<file path="config.mk">
export PLATFORM = sky130hd
export DESIGN_NAME = wcw_watchdog
export DESIGN_NICKNAME = d
export VERILOG_FILES = /design/src/design/wcw_pkg.sv /design/src/design/wcw_prescaler.sv /design/src/design/wcw_reset_pulse.sv /design/src/design/wcw_watchdog.sv
export SDC_FILE = /design/constraint.sdc
export NUM_CORES = 1
export LEC_CHECK = 0
export ABC_AREA = 0
export BUFFER_PORTS_ARGS = -buffer_cell sky130_fd_sc_hd__buf_2
export CAP_MARGIN = 20
export CORE_MARGIN = 8
export CORE_UTILIZATION = 56
export CTS_CLUSTER_DIAMETER = 200
export DETAILED_ROUTE_END_ITERATION = 8
export GPL_ROUTABILITY_DRIVEN = 0
export PLACE_DENSITY = 0.79
export SYNTH_ARGS = -nofsm -noshare
export SYNTH_HDL_FRONTEND = slang
export SYNTH_SLANG_ARGS = --single-unit
</file>
<file path="constraint.sdc">
create_clock -name clock -period 3.3 [get_ports clock]
set_input_delay 0.165 -clock clock [delete_from_list [all_inputs] [get_ports clock]]
set_output_delay 0.165 -clock clock [all_outputs]
set_load 0.05 [all_outputs]
</file>
<file path="src/design/wcw_pkg.sv">
// Purpose: shared constants and types of the countdown watchdog
// Assumes: one 50 MHz clock that doubles as the oscillator clock
// Notes:   timebase tables come from the clock controller selection
package wcw_pkg;

    // control register placement and layout
    localparam logic [7:0] WCW_CTRL_ADDR  = 8'h2A;
    localparam logic [7:0] WCW_CTRL_RESET = 8'h7F;
    localparam int         WCW_ACT_POS    = 7;
    localparam int         WCW_TOP_POS    = 6;
    localparam int         WCW_COUNT_W    = 7;
    localparam logic [6:0] WCW_TIMEOUT_AT = 7'h40;
    localparam logic [7:0] WCW_READ_IDLE  = 8'h00;

    // prescaler figures
    localparam int WCW_PRESCALE_CYCLES = 16384;
    localparam int WCW_SHORT_BASE      = 192;
    localparam int WCW_STEP_UNIT       = 64;
    localparam int WCW_ACC_STEP        = 4;

    // reset pulse timing
    localparam int WCW_CLOCK_PERIOD_NS = 20;
    localparam int WCW_RESET_PULSE_NS  = 500;
    localparam int WCW_PULSE_RAW       =
        WCW_RESET_PULSE_NS / WCW_CLOCK_PERIOD_NS;
    localparam int WCW_RESET_PULSE_CYCLES =
        (WCW_PULSE_RAW < 1) ? 1 : WCW_PULSE_RAW;

    typedef struct packed {
        logic       activate;
        logic [6:0] count;
    } wcw_ctrl_type;

    typedef enum logic [1:0] {
        WCW_RUN,
        WCW_HALT,
        WCW_ACTIVE_HALT
    } wcw_halt_type;

    // per-timebase constant pair: step period multiple and short step offset
    function automatic logic [5:0] wcw_msb(input logic [1:0] sel);
        case (sel)
            2'h0:    wcw_msb = 6'h04;
            2'h1:    wcw_msb = 6'h08;
            2'h2:    wcw_msb = 6'h14;
            default: wcw_msb = 6'h31;
        endcase
    endfunction : wcw_msb

    function automatic logic [5:0] wcw_lsb(input logic [1:0] sel);
        case (sel)
            2'h0:    wcw_lsb = 6'h3B;
            2'h1:    wcw_lsb = 6'h35;
            2'h2:    wcw_lsb = 6'h23;
            default: wcw_lsb = 6'h36;
        endcase
    endfunction : wcw_lsb

endpackage : wcw_pkg

</file>
<file path="src/design/wcw_prescaler.sv">
// Purpose: free-running step generator for the watchdog counter
// Assumes: LONG_CYCLES >= (192 + largest LSB) * STEP_UNIT
// Notes:   one step in MSB/4 is shortened to track the timebase
`timescale 1ns/100ps
`default_nettype none
module wcw_prescaler #(
    parameter int LONG_CYCLES = wcw_pkg::WCW_PRESCALE_CYCLES,
    parameter int STEP_UNIT   = wcw_pkg::WCW_STEP_UNIT
) (
    // clock and reset
    input  wire logic       clock,
    input  wire logic       reset_n,
    // timebase from the clock controller
    input  wire logic [1:0] timebase_select,
    // one-cycle pulse per counter step
    output var  logic       step
);
    localparam int PW = $clog2(LONG_CYCLES + 1);

    logic [PW-1:0] phase;
    logic [5:0]    acc;
    logic [6:0]    acc_sum;
    logic          short_next;
    logic [PW-1:0] next_len;
    logic [5:0]    msb;
    logic [5:0]    lsb;

    always_comb
    begin
        msb        = wcw_pkg::wcw_msb(timebase_select);
        lsb        = wcw_pkg::wcw_lsb(timebase_select);
        acc_sum    = {1'b0, acc} + 7'(wcw_pkg::WCW_ACC_STEP);
        short_next = acc_sum >= {1'b0, msb};
        if (short_next)
            next_len = PW'((wcw_pkg::WCW_SHORT_BASE + int'(lsb)) * STEP_UNIT);
        else
            next_len = PW'(LONG_CYCLES);
    end

    // never cleared by a reload, so timeouts spread between bounds
    always_ff @(posedge clock)
    begin
        if (!reset_n)
        begin
            phase <= PW'(LONG_CYCLES - 1);
            acc   <= '0;
            step  <= 1'b0;
        end
        else if (phase == '0)
        begin
            phase <= next_len - PW'(1);
            acc   <= short_next ? 6'(acc_sum - {1'b0, msb}) : acc_sum[5:0];
            step  <= 1'b1;
        end
        else
        begin
            phase <= phase - PW'(1);
            step  <= 1'b0;
        end
    end
endmodule : wcw_prescaler
`default_nettype wire

</file>
<file path="src/design/wcw_reset_pulse.sv">
// Purpose: stretch a reset request into a fixed low pulse
// Assumes: requests during a pulse are absorbed by it
// Notes:   output is a flop, low while the pulse runs
`timescale 1ns/100ps
`default_nettype none
module wcw_reset_pulse #(
    parameter int PULSE_CYCLES = wcw_pkg::WCW_RESET_PULSE_CYCLES
) (
    // clock and reset
    input  wire logic clock,
    input  wire logic reset_n,
    // request and pulse
    input  wire logic start,
    output var  logic pulse_n
);
    localparam int CW         = $clog2(PULSE_CYCLES + 1);
    localparam int PULSE_HOLD = PULSE_CYCLES - 1;

    logic [CW-1:0] remain;

    always_ff @(posedge clock)
    begin
        if (!reset_n)
        begin
            pulse_n <= 1'b1;
            remain  <= '0;
        end
        else if (pulse_n && start)
        begin
            pulse_n <= 1'b0;
            remain  <= CW'(PULSE_CYCLES - 1);
        end
        else if (!pulse_n)
        begin
            if (remain == '0)
                pulse_n <= 1'b1;
            else
                remain <= remain - CW'(1);
        end
    end
endmodule : wcw_reset_pulse
`default_nettype wire

</file>
<file path="src/design/wcw_watchdog.sv">
// Purpose: countdown watchdog with control register
// Assumes: options are static, sampled while reset_n is low
// Notes:   reset_out_n is meant to feed the system reset
`timescale 1ns/100ps
`default_nettype none
module wcw_watchdog #(
    parameter int PRESCALE_CYCLES = wcw_pkg::WCW_PRESCALE_CYCLES,
    parameter int STEP_UNIT       = wcw_pkg::WCW_STEP_UNIT,
    parameter int PULSE_CYCLES    = wcw_pkg::WCW_RESET_PULSE_CYCLES
) (
    // clock and reset
    input  wire logic       clock,
    input  wire logic       reset_n,
    // register port
    input  wire logic [7:0] reg_addr,
    input  wire logic [7:0] reg_wdata,
    input  wire logic       reg_write,
    input  wire logic       reg_read,
    output var  logic [7:0] reg_rdata,
    // static options
    input  wire logic       hw_watchdog_option,
    input  wire logic       halt_reset_option,
    // clock controller and core status
    input  wire logic [1:0] timebase_select,
    input  wire logic       rtc_interrupt_enable,
    input  wire logic       halt_exec,
    input  wire logic       wakeup_event,
    // results
    output var  logic       reset_out_n,
    output var  logic       watchdog_active,
    output var  logic       counting_halted
);

    ////////////////////////////////////////////////////////////////////////
    // state

    wcw_pkg::wcw_ctrl_type ctrl;
    wcw_pkg::wcw_halt_type halt_state;
    logic                  hw_opt;
    logic                  halt_opt;
    logic                  halt_step_used;
    logic                  fire;
    logic                  step;

    logic                  ctrl_write;
    logic                  ctrl_read;
    logic                  active_now;
    logic                  count_enable;
    logic                  decrement;
    logic                  timeout_hit;
    logic                  soft_reset;
    logic                  halt_reset;
    logic                  next_fire;

    ////////////////////////////////////////////////////////////////////////
    // step source and pulse stretcher

    // no write input: a reload leaves the prescaler phase alone
    wcw_prescaler #(
        .LONG_CYCLES     (PRESCALE_CYCLES),
        .STEP_UNIT       (STEP_UNIT)
    ) u_prescaler (
        .clock           (clock),
        .reset_n         (reset_n),
        .timebase_select (timebase_select),
        .step            (step)
    );

    wcw_reset_pulse #(
        .PULSE_CYCLES    (PULSE_CYCLES)
    ) u_reset_pulse (
        .clock           (clock),
        .reset_n         (reset_n),
        .start           (fire),
        .pulse_n         (reset_out_n)
    );

    ////////////////////////////////////////////////////////////////////////
    // decode

    always_comb
    begin
        ctrl_write   = reg_write && (reg_addr == wcw_pkg::WCW_CTRL_ADDR);
        ctrl_read    = reg_read && (reg_addr == wcw_pkg::WCW_CTRL_ADDR);
        active_now   = ctrl.activate || hw_opt;
        // normal halt allows one last step before the counter freezes
        count_enable = (halt_state == wcw_pkg::WCW_RUN) ||
                       ((halt_state == wcw_pkg::WCW_HALT) &&
                        !halt_step_used);
        decrement    = step && count_enable;
        timeout_hit  = decrement && !ctrl_write && active_now &&
                       (ctrl.count == wcw_pkg::WCW_TIMEOUT_AT);
        soft_reset   = ctrl_write &&
                       (reg_wdata[wcw_pkg::WCW_ACT_POS] || active_now) &&
                       !reg_wdata[wcw_pkg::WCW_TOP_POS];
        halt_reset   = halt_exec && active_now && !rtc_interrupt_enable &&
                       halt_opt;
        next_fire    = timeout_hit || soft_reset || halt_reset;
    end

    ////////////////////////////////////////////////////////////////////////
    // options, sampled only while reset is held

    always_ff @(posedge clock)
    begin
        if (!reset_n)
        begin
            hw_opt   <= hw_watchdog_option;
            halt_opt <= halt_reset_option;
        end
    end

    ////////////////////////////////////////////////////////////////////////
    // control register

    always_ff @(posedge clock)
    begin
        if (!reset_n)
            ctrl <= wcw_pkg::wcw_ctrl_type'(wcw_pkg::WCW_CTRL_RESET);
        else if (ctrl_write)
        begin
            // a reload beats a step landing in the same cycle
            ctrl.count    <= reg_wdata[wcw_pkg::WCW_COUNT_W-1:0];
            ctrl.activate <= ctrl.activate ||
                             reg_wdata[wcw_pkg::WCW_ACT_POS];
        end
        else if (decrement)
            ctrl.count <= ctrl.count - 7'h01;
    end

    always_ff @(posedge clock)
    begin
        if (!reset_n)
            reg_rdata <= wcw_pkg::WCW_READ_IDLE;
        else if (ctrl_read)
            reg_rdata <= ctrl;
        else
            reg_rdata <= wcw_pkg::WCW_READ_IDLE;
    end

    ////////////////////////////////////////////////////////////////////////
    // reset request

    always_ff @(posedge clock)
    begin
        if (!reset_n)
            fire <= 1'b0;
        else
            fire <= next_fire;
    end

    ////////////////////////////////////////////////////////////////////////
    // halt tracking

    always_ff @(posedge clock)
    begin
        if (!reset_n)
        begin
            halt_state     <= wcw_pkg::WCW_RUN;
            halt_step_used <= 1'b0;
        end
        else
        begin
            case (halt_state)
                wcw_pkg::WCW_RUN:
                begin
                    halt_step_used <= 1'b0;
                    if (halt_exec && !halt_reset)
                    begin
                        if (rtc_interrupt_enable)
                            halt_state <= wcw_pkg::WCW_ACTIVE_HALT;
                        else
                            halt_state <= wcw_pkg::WCW_HALT;
                    end
                end
                wcw_pkg::WCW_HALT:
                begin
                    if (decrement)
                        halt_step_used <= 1'b1;
                    if (wakeup_event)
                        halt_state <= wcw_pkg::WCW_RUN;
                end
                wcw_pkg::WCW_ACTIVE_HALT:
                begin
                    if (wakeup_event)
                        halt_state <= wcw_pkg::WCW_RUN;
                end
                default:
                    halt_state <= wcw_pkg::WCW_RUN;
            endcase
        end
    end

    ////////////////////////////////////////////////////////////////////////
    // status outputs

    always_ff @(posedge clock)
    begin
        if (!reset_n)
        begin
            watchdog_active <= 1'b0;
            counting_halted <= 1'b0;
        end
        else
        begin
            watchdog_active <= active_now;
            counting_halted <= !count_enable;
        end
    end
endmodule : wcw_watchdog
`default_nettype wire

</file>
==> results of run 1 <==
## worst register-to-register path, stage by stage, from the launching register on
cell     delay (ns)
dfxtp_1        0.37
or4_1          0.63
or4_4          0.47
or4_4          0.63
mux2i_4        0.26
a211o_1        0.31
a21o_1         0.15
## worst max-delay path by stage
| stage | from | endpoint | slack (ns) | cells past startpoint |
|---|---|---|---|---|
| final | u_prescaler.phase[6] | u_prescaler.phase[9] | 0.41 | 6 |
| after global routing | u_prescaler.phase[6] | u_prescaler.phase[9] | 0.30 | 6 |
| after CTS | u_prescaler.phase[6] | u_prescaler.phase[9] | 0.41 | 6 |
| after detailed placement | u_prescaler.phase[6] | u_prescaler.phase[9] | 0.42 | 6 |
| after global placement | u_prescaler.phase[7] | u_prescaler.phase[9] | 0.49 | 6 |
| after floorplan | u_prescaler.phase[7] | u_prescaler.phase[9] | 0.55 | 8 |
## kinds of logic (layout without fill, tap and decap cells)
family	Yosys count	after routing
xor+xnor	17	17
compound gates	56	56
buf+inv	27	66
simple gates	106	106
flops	52	52
mux	9	9
fa+ha+maj	13	13
## per-stage QoR
step	cell area (sq um)	hold WS, ns	total power, uW
4_1_cts	2836	0.02914	1157
2_1_floorplan	2524	0.2639	742.0
5_1_grt	2836	0.02137	1194
3_5_place_dp	2739	0.3476	779.2
3_3_place_gp	2739	0.3468	776.1
6_report	2836	0.03498	1145
## flip-flops by register name, indices dropped and copies added, names as in the netlist
register	cells
halt_opt	1
counting_halted	1
u_prescaler.phase	15
u_prescaler.acc	6
ctrl	8
u_reset_pulse.remain	5
u_prescaler.step	1
fire	1
halt_state	2
reg_rdata	8
hw_opt	1
halt_step_used	1
u_reset_pulse.pulse_n	1
watchdog_active	1
## placed cells by master, fill, tap and decap left out, types with 2 or more instances in the layout
cell type	instances
or4_1	2
nor2_1	19
clkbuf_8	6
o211ai_1	3
or4_4	2
a211o_1	2
a21o_1	2
o21a_1	2
o21ai_0	14
nand3_1	6
nand2b_1	3
xnor2_1	12
nand4b_1	2
nand2_1	28
a21oi_1	15
clkinvlp_4	2
buf_2	37
inv_1	19
a31oi_1	5
dfxtp_1	50
ha_1	13
edfxtp_1	2
nor4_1	4
or2_2	2
mux2i_1	7
a211oi_1	4
and2_1	9
or3_1	3
xor2_1	5
nand4_1	3
nor3_1	10
and3_1	3
nor2b_1	4
## layout make-up
class                           count  area, sq um  area share [%]
Multi-Input combinational cell    201         1345           47.42
Sequential cell                    52         1061           37.41
Timing Repair Buffer               38        192.7           6.793
Clock buffer                        6        82.58           2.911
Inverter                           20        75.07           2.647
Tap cell                           52        65.06           2.294
Clock inverter                      2        15.01          0.5293
## metal layers
metal  vias to the layer above  global-route usage (%)
met5                         -                       0
met4                         0                   7.029
met3                         7                   5.273
met2                        47                   25.60
met1                       946                   17.62
li1                       1059                       -
## power by group through the flow
stage | logic (uW) | registers (uW) | clock network [uW]
floorplan | 70.3 | 672 | 0
finish | 117 | 649 | 379
global placement | 113 | 663 | 0
global route | 130 | 650 | 413
detailed placement | 116 | 664 | 0
CTS | 118 | 649 | 389
==> qor.csv, run 1 <==
stage,metric,value,unit
critical_path,worst_r2r_startpoint,u_prescaler.phase[6],
clock_tree,htreeDepth,2,
clock_tree,cts_made_buffers,5,
critical_path,critical_path_class,flop to flop,
die,core,4354,sq um
place,port_buffers,37,
die,ioPinCount,38,
die,die_h,83.13,um
synthesis,yosys.area_share.simple,22.36,%
sta,worst_slew_pin_slew,0.5889,ns
sta,fmax,0.3460,GHz
global_routing,antenna_found_initial,0,
place,dp.cells,363,
die,initial_core_util,57.96,%
synthesis,synth-compound-area-share,14.48,%
critical_path,regToRegSetupSlack,0.41,ns
outcome,outcome,"finished, final reports clean",
global_routing,grt_use_total,15.52,%
sta,setup_viol,0,
pwr,switching_power,286.3,uW
pwr,p_int,859.0,uW
synthesis,yosysUniqueCellTypes,51,
hold_path,hold_end,halt_opt,
finish,area_growth,12.39,%
drt,drc,0,
sta,min_period,2.890,ns
hold_path,min_path_type,primary input to flop,
sta,fin_ws,0.4098,ns
clock_tree,hold_buffers,0,
clock_tree,clkLatencyLatePin,0.31,ns
synthesis,synth-edff-count,2,
critical_path,cp.required,3.51,ns
clock_tree,cts_resized,0,
synthesis,synthArstFlopShare,0,%
synthesis,synth_adder_area_share,6.445,%
finish,post-route-util,65.14,%
synthesis,synth_top_family_by_area,simple AND/OR/NAND/NOR gates,
pwr,power.density,403.8,nW/um^2
synthesis,yosysTopAreaCellShare,39.66,%
critical_path,r2r_end,u_prescaler.phase[9],
pwr,pwr-share-seq,56.7,%
synthesis,synth_seq_cells,52,
drt,vias,2059,
global_routing,grt_max_degree,26,
die,rows,24,
synthesis,ys_warn_count,0,
finish,num-fill-cells,362,
drt,top_layer,met4,
synthesis,ys_seq_area_share,42.04,%
pwr,combPwrFrac,10.2,%
finish,instances_no_fill,371,
drt,avgViaCountPerCell,5.550,
critical_path,end_kind,flop,
synthesis,synthXorXnorAreaFrac,5.900,%
clock_tree,cts.clk_slew.worst_paths,0.10,ns
critical_path,crit_path_cell_trace,or4_1 > or4_4 > or4_4 > mux2i_4 > a211o_1 > a21o_1,
pwr,p_leak,0.001182,uW
finish,drive_gt1_share,18.50,%
drt,first_pass_iters,4,
synthesis,syn-num-nets,320,
sta,post-route-period-util,87.58,%
sta,slew_viol_final,0,
synthesis,synth_ff_type,dfxtp_1,
pwr,p_clk_share,33.1,%
sta,slew_headroom,60.50,%
critical_path,slowest_delay,0.63,ns
die,dieArea,6911,sq um
clock_tree,clk_path_buf_depth,2,
synthesis,syn_area_per_cell,9.013,sq um
pwr,netSwitchingFraction,25.00,%
flow_run,max_cap_violations,0,
synthesis,synth_area,2524,sq um
clock_tree,clockRootBuffer,clkbuf_8,
drt,wl_per_cell,13.60,um
synthesis,synthCells,280,
sta,hold_viol,0,
die,fp.dieW,83.13,um
drt,met2_wirelength,2324,um
drt,drt_iter0_markers,98,
global_routing,grt_pass1_vias,2112,
drt,met1Wirelength,2326,um
finish,nNetsFinal,358,
place,dp_hpwl,3765,um
global_routing,globalRouteOverflowTotal,0,
drt,wl_met3,316,um
sta,rsz0062_at_grt,false,
synthesis,muxShareOfSynthArea,4.115,%
critical_path,crit_arrival,3.10,ns
hold_path,hold_depth,1,
drt,wl,5045,um
clock_tree,clock-sinks,52,
global_routing,grt_pass1_wl,9246,um
place,pre_cts_slack,0.4237,ns
clock_tree,cts_tree,yes,
synthesis,yosysMostFrequentCell,dfxtp_1,
critical_path,worst_r2r_path_depth,6,
finish,n_antenna_cell,0,
hold_path,min_from,halt_reset_option,
critical_path,critPathMaxFanout,14,
drt,postRouteAntennaNets,0,
synthesis,yosys-top-cells-count,"dfxtp_1 (50), nand2_1 (28), inv_1 (19), nor2_1 (19), a21oi_1 (15)",
critical_path,cp_common_cell,or4_4,
critical_path,cp_num_buf_inv,0,
sta,setup_tns,0,ns
clock_tree,post_cts_buffers,0,
critical_path,crit_path_top_delay_cell,or4_1,
sta,skew,0.008505,ns
critical_path,cp_top_family,simple AND/OR/NAND/NOR gates,
synthesis,yosysTopAreaCell,dfxtp_1,
critical_path,critPathLaunchType,flop,
synthesis,synth_area_leaders,"dfxtp_1 (40%), ha_1 (6.4%), nand2_1 (4.2%)",
pwr,vdd.ir_drop.worst,0.2187,mV
Power figures use the tool's default switching activity.
==> run 2: changes to the inputs <==
--- a/config.mk
+++ b/config.mk
@@ -5,11 +5,11 @@
 export SDC_FILE = /design/constraint.sdc
 export NUM_CORES = 1
 export LEC_CHECK = 0
-export ABC_AREA = 0
+export ABC_AREA = 1
 export BUFFER_PORTS_ARGS = -buffer_cell sky130_fd_sc_hd__buf_2
 export CAP_MARGIN = 20
 export CORE_MARGIN = 8
-export CORE_UTILIZATION = 56
+export CORE_UTILIZATION = 57
 export CTS_CLUSTER_DIAMETER = 200
 export DETAILED_ROUTE_END_ITERATION = 8
 export GPL_ROUTABILITY_DRIVEN = 0
==> qor.csv, run 2 <==
stage,metric,value,unit
sta,setup_viol,0,
finish,area_growth,12.37,%
synthesis,yosys-top-cells-count,"inv_1 (64), nand2_1 (56), dfxtp_1 (50), nor2_1 (36), nand3_1 (28)",
clock_tree,clkLatencyLatePin,0.31,ns
sta,setup_tns,0,ns
finish,nNetsFinal,444,
die,rows,25,
sta,hold_ws,0.03432,ns
synthesis,synthCells,364,
global_routing,grt_max_degree,25,
sta,rsz0062_at_grt,false,
clock_tree,cts.clk_slew.worst_paths,0.10,ns
flow_run,max_cap_violations,0,
sta,hold_viol,0,
synthesis,synthXorXnorAreaFrac,1.946,%
die,initial_core_util,57.93,%
synthesis,yosysMostFrequentCell,inv_1,
drt,vias,2410,
global_routing,grt_pass1_wl,9853,um
critical_path,crit_arrival,2.63,ns
clock_tree,clock-sinks,52,
drt,wl,5683,um
clock_tree,cts_tree,yes,
sta,fmax,0.4096,GHz
synthesis,yosysTopAreaCellShare,37.07,%
synthesis,ys_seq_area_share,39.30,%
synthesis,synth_top_family_by_area,simple AND/OR/NAND/NOR gates,
finish,reg_top3,"u_prescaler.phase (15), ctrl (8), reg_rdata (8)",
critical_path,slowest_delay,0.40,ns
place,dpl_cell_area,2938,sq um
place,port_buffers,37,
clock_tree,clk_path_buf_depth,2,
synthesis,yosys.area_share.simple,28.96,%
sta,worst_slew_pin_slew,0.7741,ns
finish,n_antenna_cell,0,
global_routing,grt_pass1_vias,2343,
clock_tree,htreeDepth,2,
synthesis,syn_area_per_cell,7.418,sq um
drt,postRouteAntennaNets,0,
drt,drt_iter0_markers,153,
critical_path,critical_path_class,flop to flop,
synthesis,synth-edff-count,2,
drt,drc,0,
pwr,p_leak,0.001551,uW
sta,min_period,2.441,ns
die,ioPinCount,38,
critical_path,critPathMaxFanout,7,
critical_path,crit_path_cell_trace,ha_1 > xor2_1 > ha_1 > a21o_1 > nand3_1 > nand3_4 > nand3_2 > nand2_1 > nor2_2 > nand2_2 > o21ai_1 > nand3_1,
finish,mostFrequentLayoutCell,inv_1,
die,die_h,84.83,um
finish,largest_reg_flops,15,
die,dieArea,7195,sq um
pwr,power.density,402.9,nW/um^2
clock_tree,cts_made_buffers,5,
synthesis,synth_seq_cells,52,
sta,slew_headroom,48.33,%
drt,avgViaCountPerCell,5.251,
place,dp_hpwl,4383,um
synthesis,synth-compound-area-share,13.62,%
outcome,outcome,"finished, final reports clean",
die,core,4661,sq um
sta,slew_viol_final,0,
critical_path,cp_top_family,simple AND/OR/NAND/NOR gates,
clock_tree,clockRootBuffer,clkbuf_8,
synthesis,synth_adder_area_share,6.024,%
synthesis,muxShareOfSynthArea,0,%
sta,skew,0.007791,ns
finish,regMostFlops,u_prescaler.phase,
synthesis,synth_area_leaders,"dfxtp_1 (37%), inv_1 (8.9%), nand2_1 (7.8%)",
finish,drive_gt1_share,19.26,%
drt,first_pass_iters,4,
critical_path,cp_num_buf_inv,0,
clock_tree,post_cts_buffers,0,
synthesis,syn-num-nets,404,
global_routing,grt_use_total,16.11,%
global_routing,globalRouteOverflowTotal,0,
critical_path,cp.required,3.49,ns
clock_tree,hold_buffers,0,
synthesis,yosysUniqueCellTypes,34,
synthesis,synthArstFlopShare,0,%
drt,wl_per_cell,12.38,um
pwr,vdd.ir_drop.worst,0.2140,mV
synthesis,yosysTopAreaCell,dfxtp_1,
critical_path,end_kind,flop,
critical_path,crit_path_top_delay_cell,dfxtp_1,
finish,design_area,3034,sq um
die,fp.dieW,84.83,um
sta,post-route-period-util,73.98,%
hold_path,min_path_type,primary input to flop,
synthesis,synth_ff_type,dfxtp_1,
critical_path,critPathLaunchType,flop,
synthesis,synth_area,2700,sq um
global_routing,antenna_found_initial,0,
synthesis,ys_warn_count,0,
finish,final_cell_mix,"inv_1 (64), nand2_1 (56), dfxtp_1 (50)",
clock_tree,cts_resized,0,
[run 2: changes by cell type in the layout (fill, tap and decap cells not counted), moves of 9 or more]
cell	delta
and2_1	-9
inv_1	+45
nand2_1	+28
nand3_1	+22
nor2_1	+17
xnor2_1	-11
[run 2: per-layer routing]
layer | global-route usage, % | vias up | share of wire, %
met5 | 0 | - | 0
met4 | 6.634 | 0 | 2.0
met3 | 3.958 | 11 | 6.1
met2 | 28.27 | 60 | 47
met1 | 18.18 | 1080 | 45
li1 | - | 1259 | -
[run 2: kinds of logic after synthesis]
| kind of cell | count (synthesis) |
|---|---|
| adder cells (fa/ha/maj) | 13 |
| buffers and inverters | 73 |
| XOR/XNOR | 6 |
| flip-flops | 52 |
| AND/OR/NAND/NOR | 158 |
| AO/OA/AOI/OAI | 62 |
[run 2: report_power, final]
part | switching [uW] | total, uW | internal, uW
combinational | 114 | 177 | 63.0
clock | 226 | 382 | 156
sequential | 9.21 | 663 | 654
[run 2: area by class of cell]
type                    count  area (sq um)
fillers                   395          1627
inverters                  69         259.0
flip-flops and latches     52          1061
multi-input cells         239          1365
repair buffers             37         185.2
clock inverters             3         27.53
clock buffers               5         68.82
well taps                  54         67.56
[run 2: worst paths after layout]
check | start | endpoint | slack, ns | depth (start not counted)
max | u_prescaler.acc[2] | u_prescaler.phase[10] | 0.86 | 12
min | hw_watchdog_option | hw_opt | 0.03 | 1
max reg2reg | u_prescaler.acc[2] | u_prescaler.phase[10] | 0.86 | 12
min reg2reg | u_prescaler.phase[0] | u_prescaler.phase[0] | 0.44 | 1
[run 2: stage by stage]
stage          setup slack [ns]  power (uW)  instances  util (%)
3_5_place_dp             0.8711       855.8        451     63.03
3_3_place_gp             0.9849       851.6        451     63.03
4_1_cts                  0.8468        1235        459     65.10
6_report                 0.8585        1223        459     65.10
2_1_floorplan             1.143       808.3        364         -
5_1_grt                  0.6253        1285        459     65.10
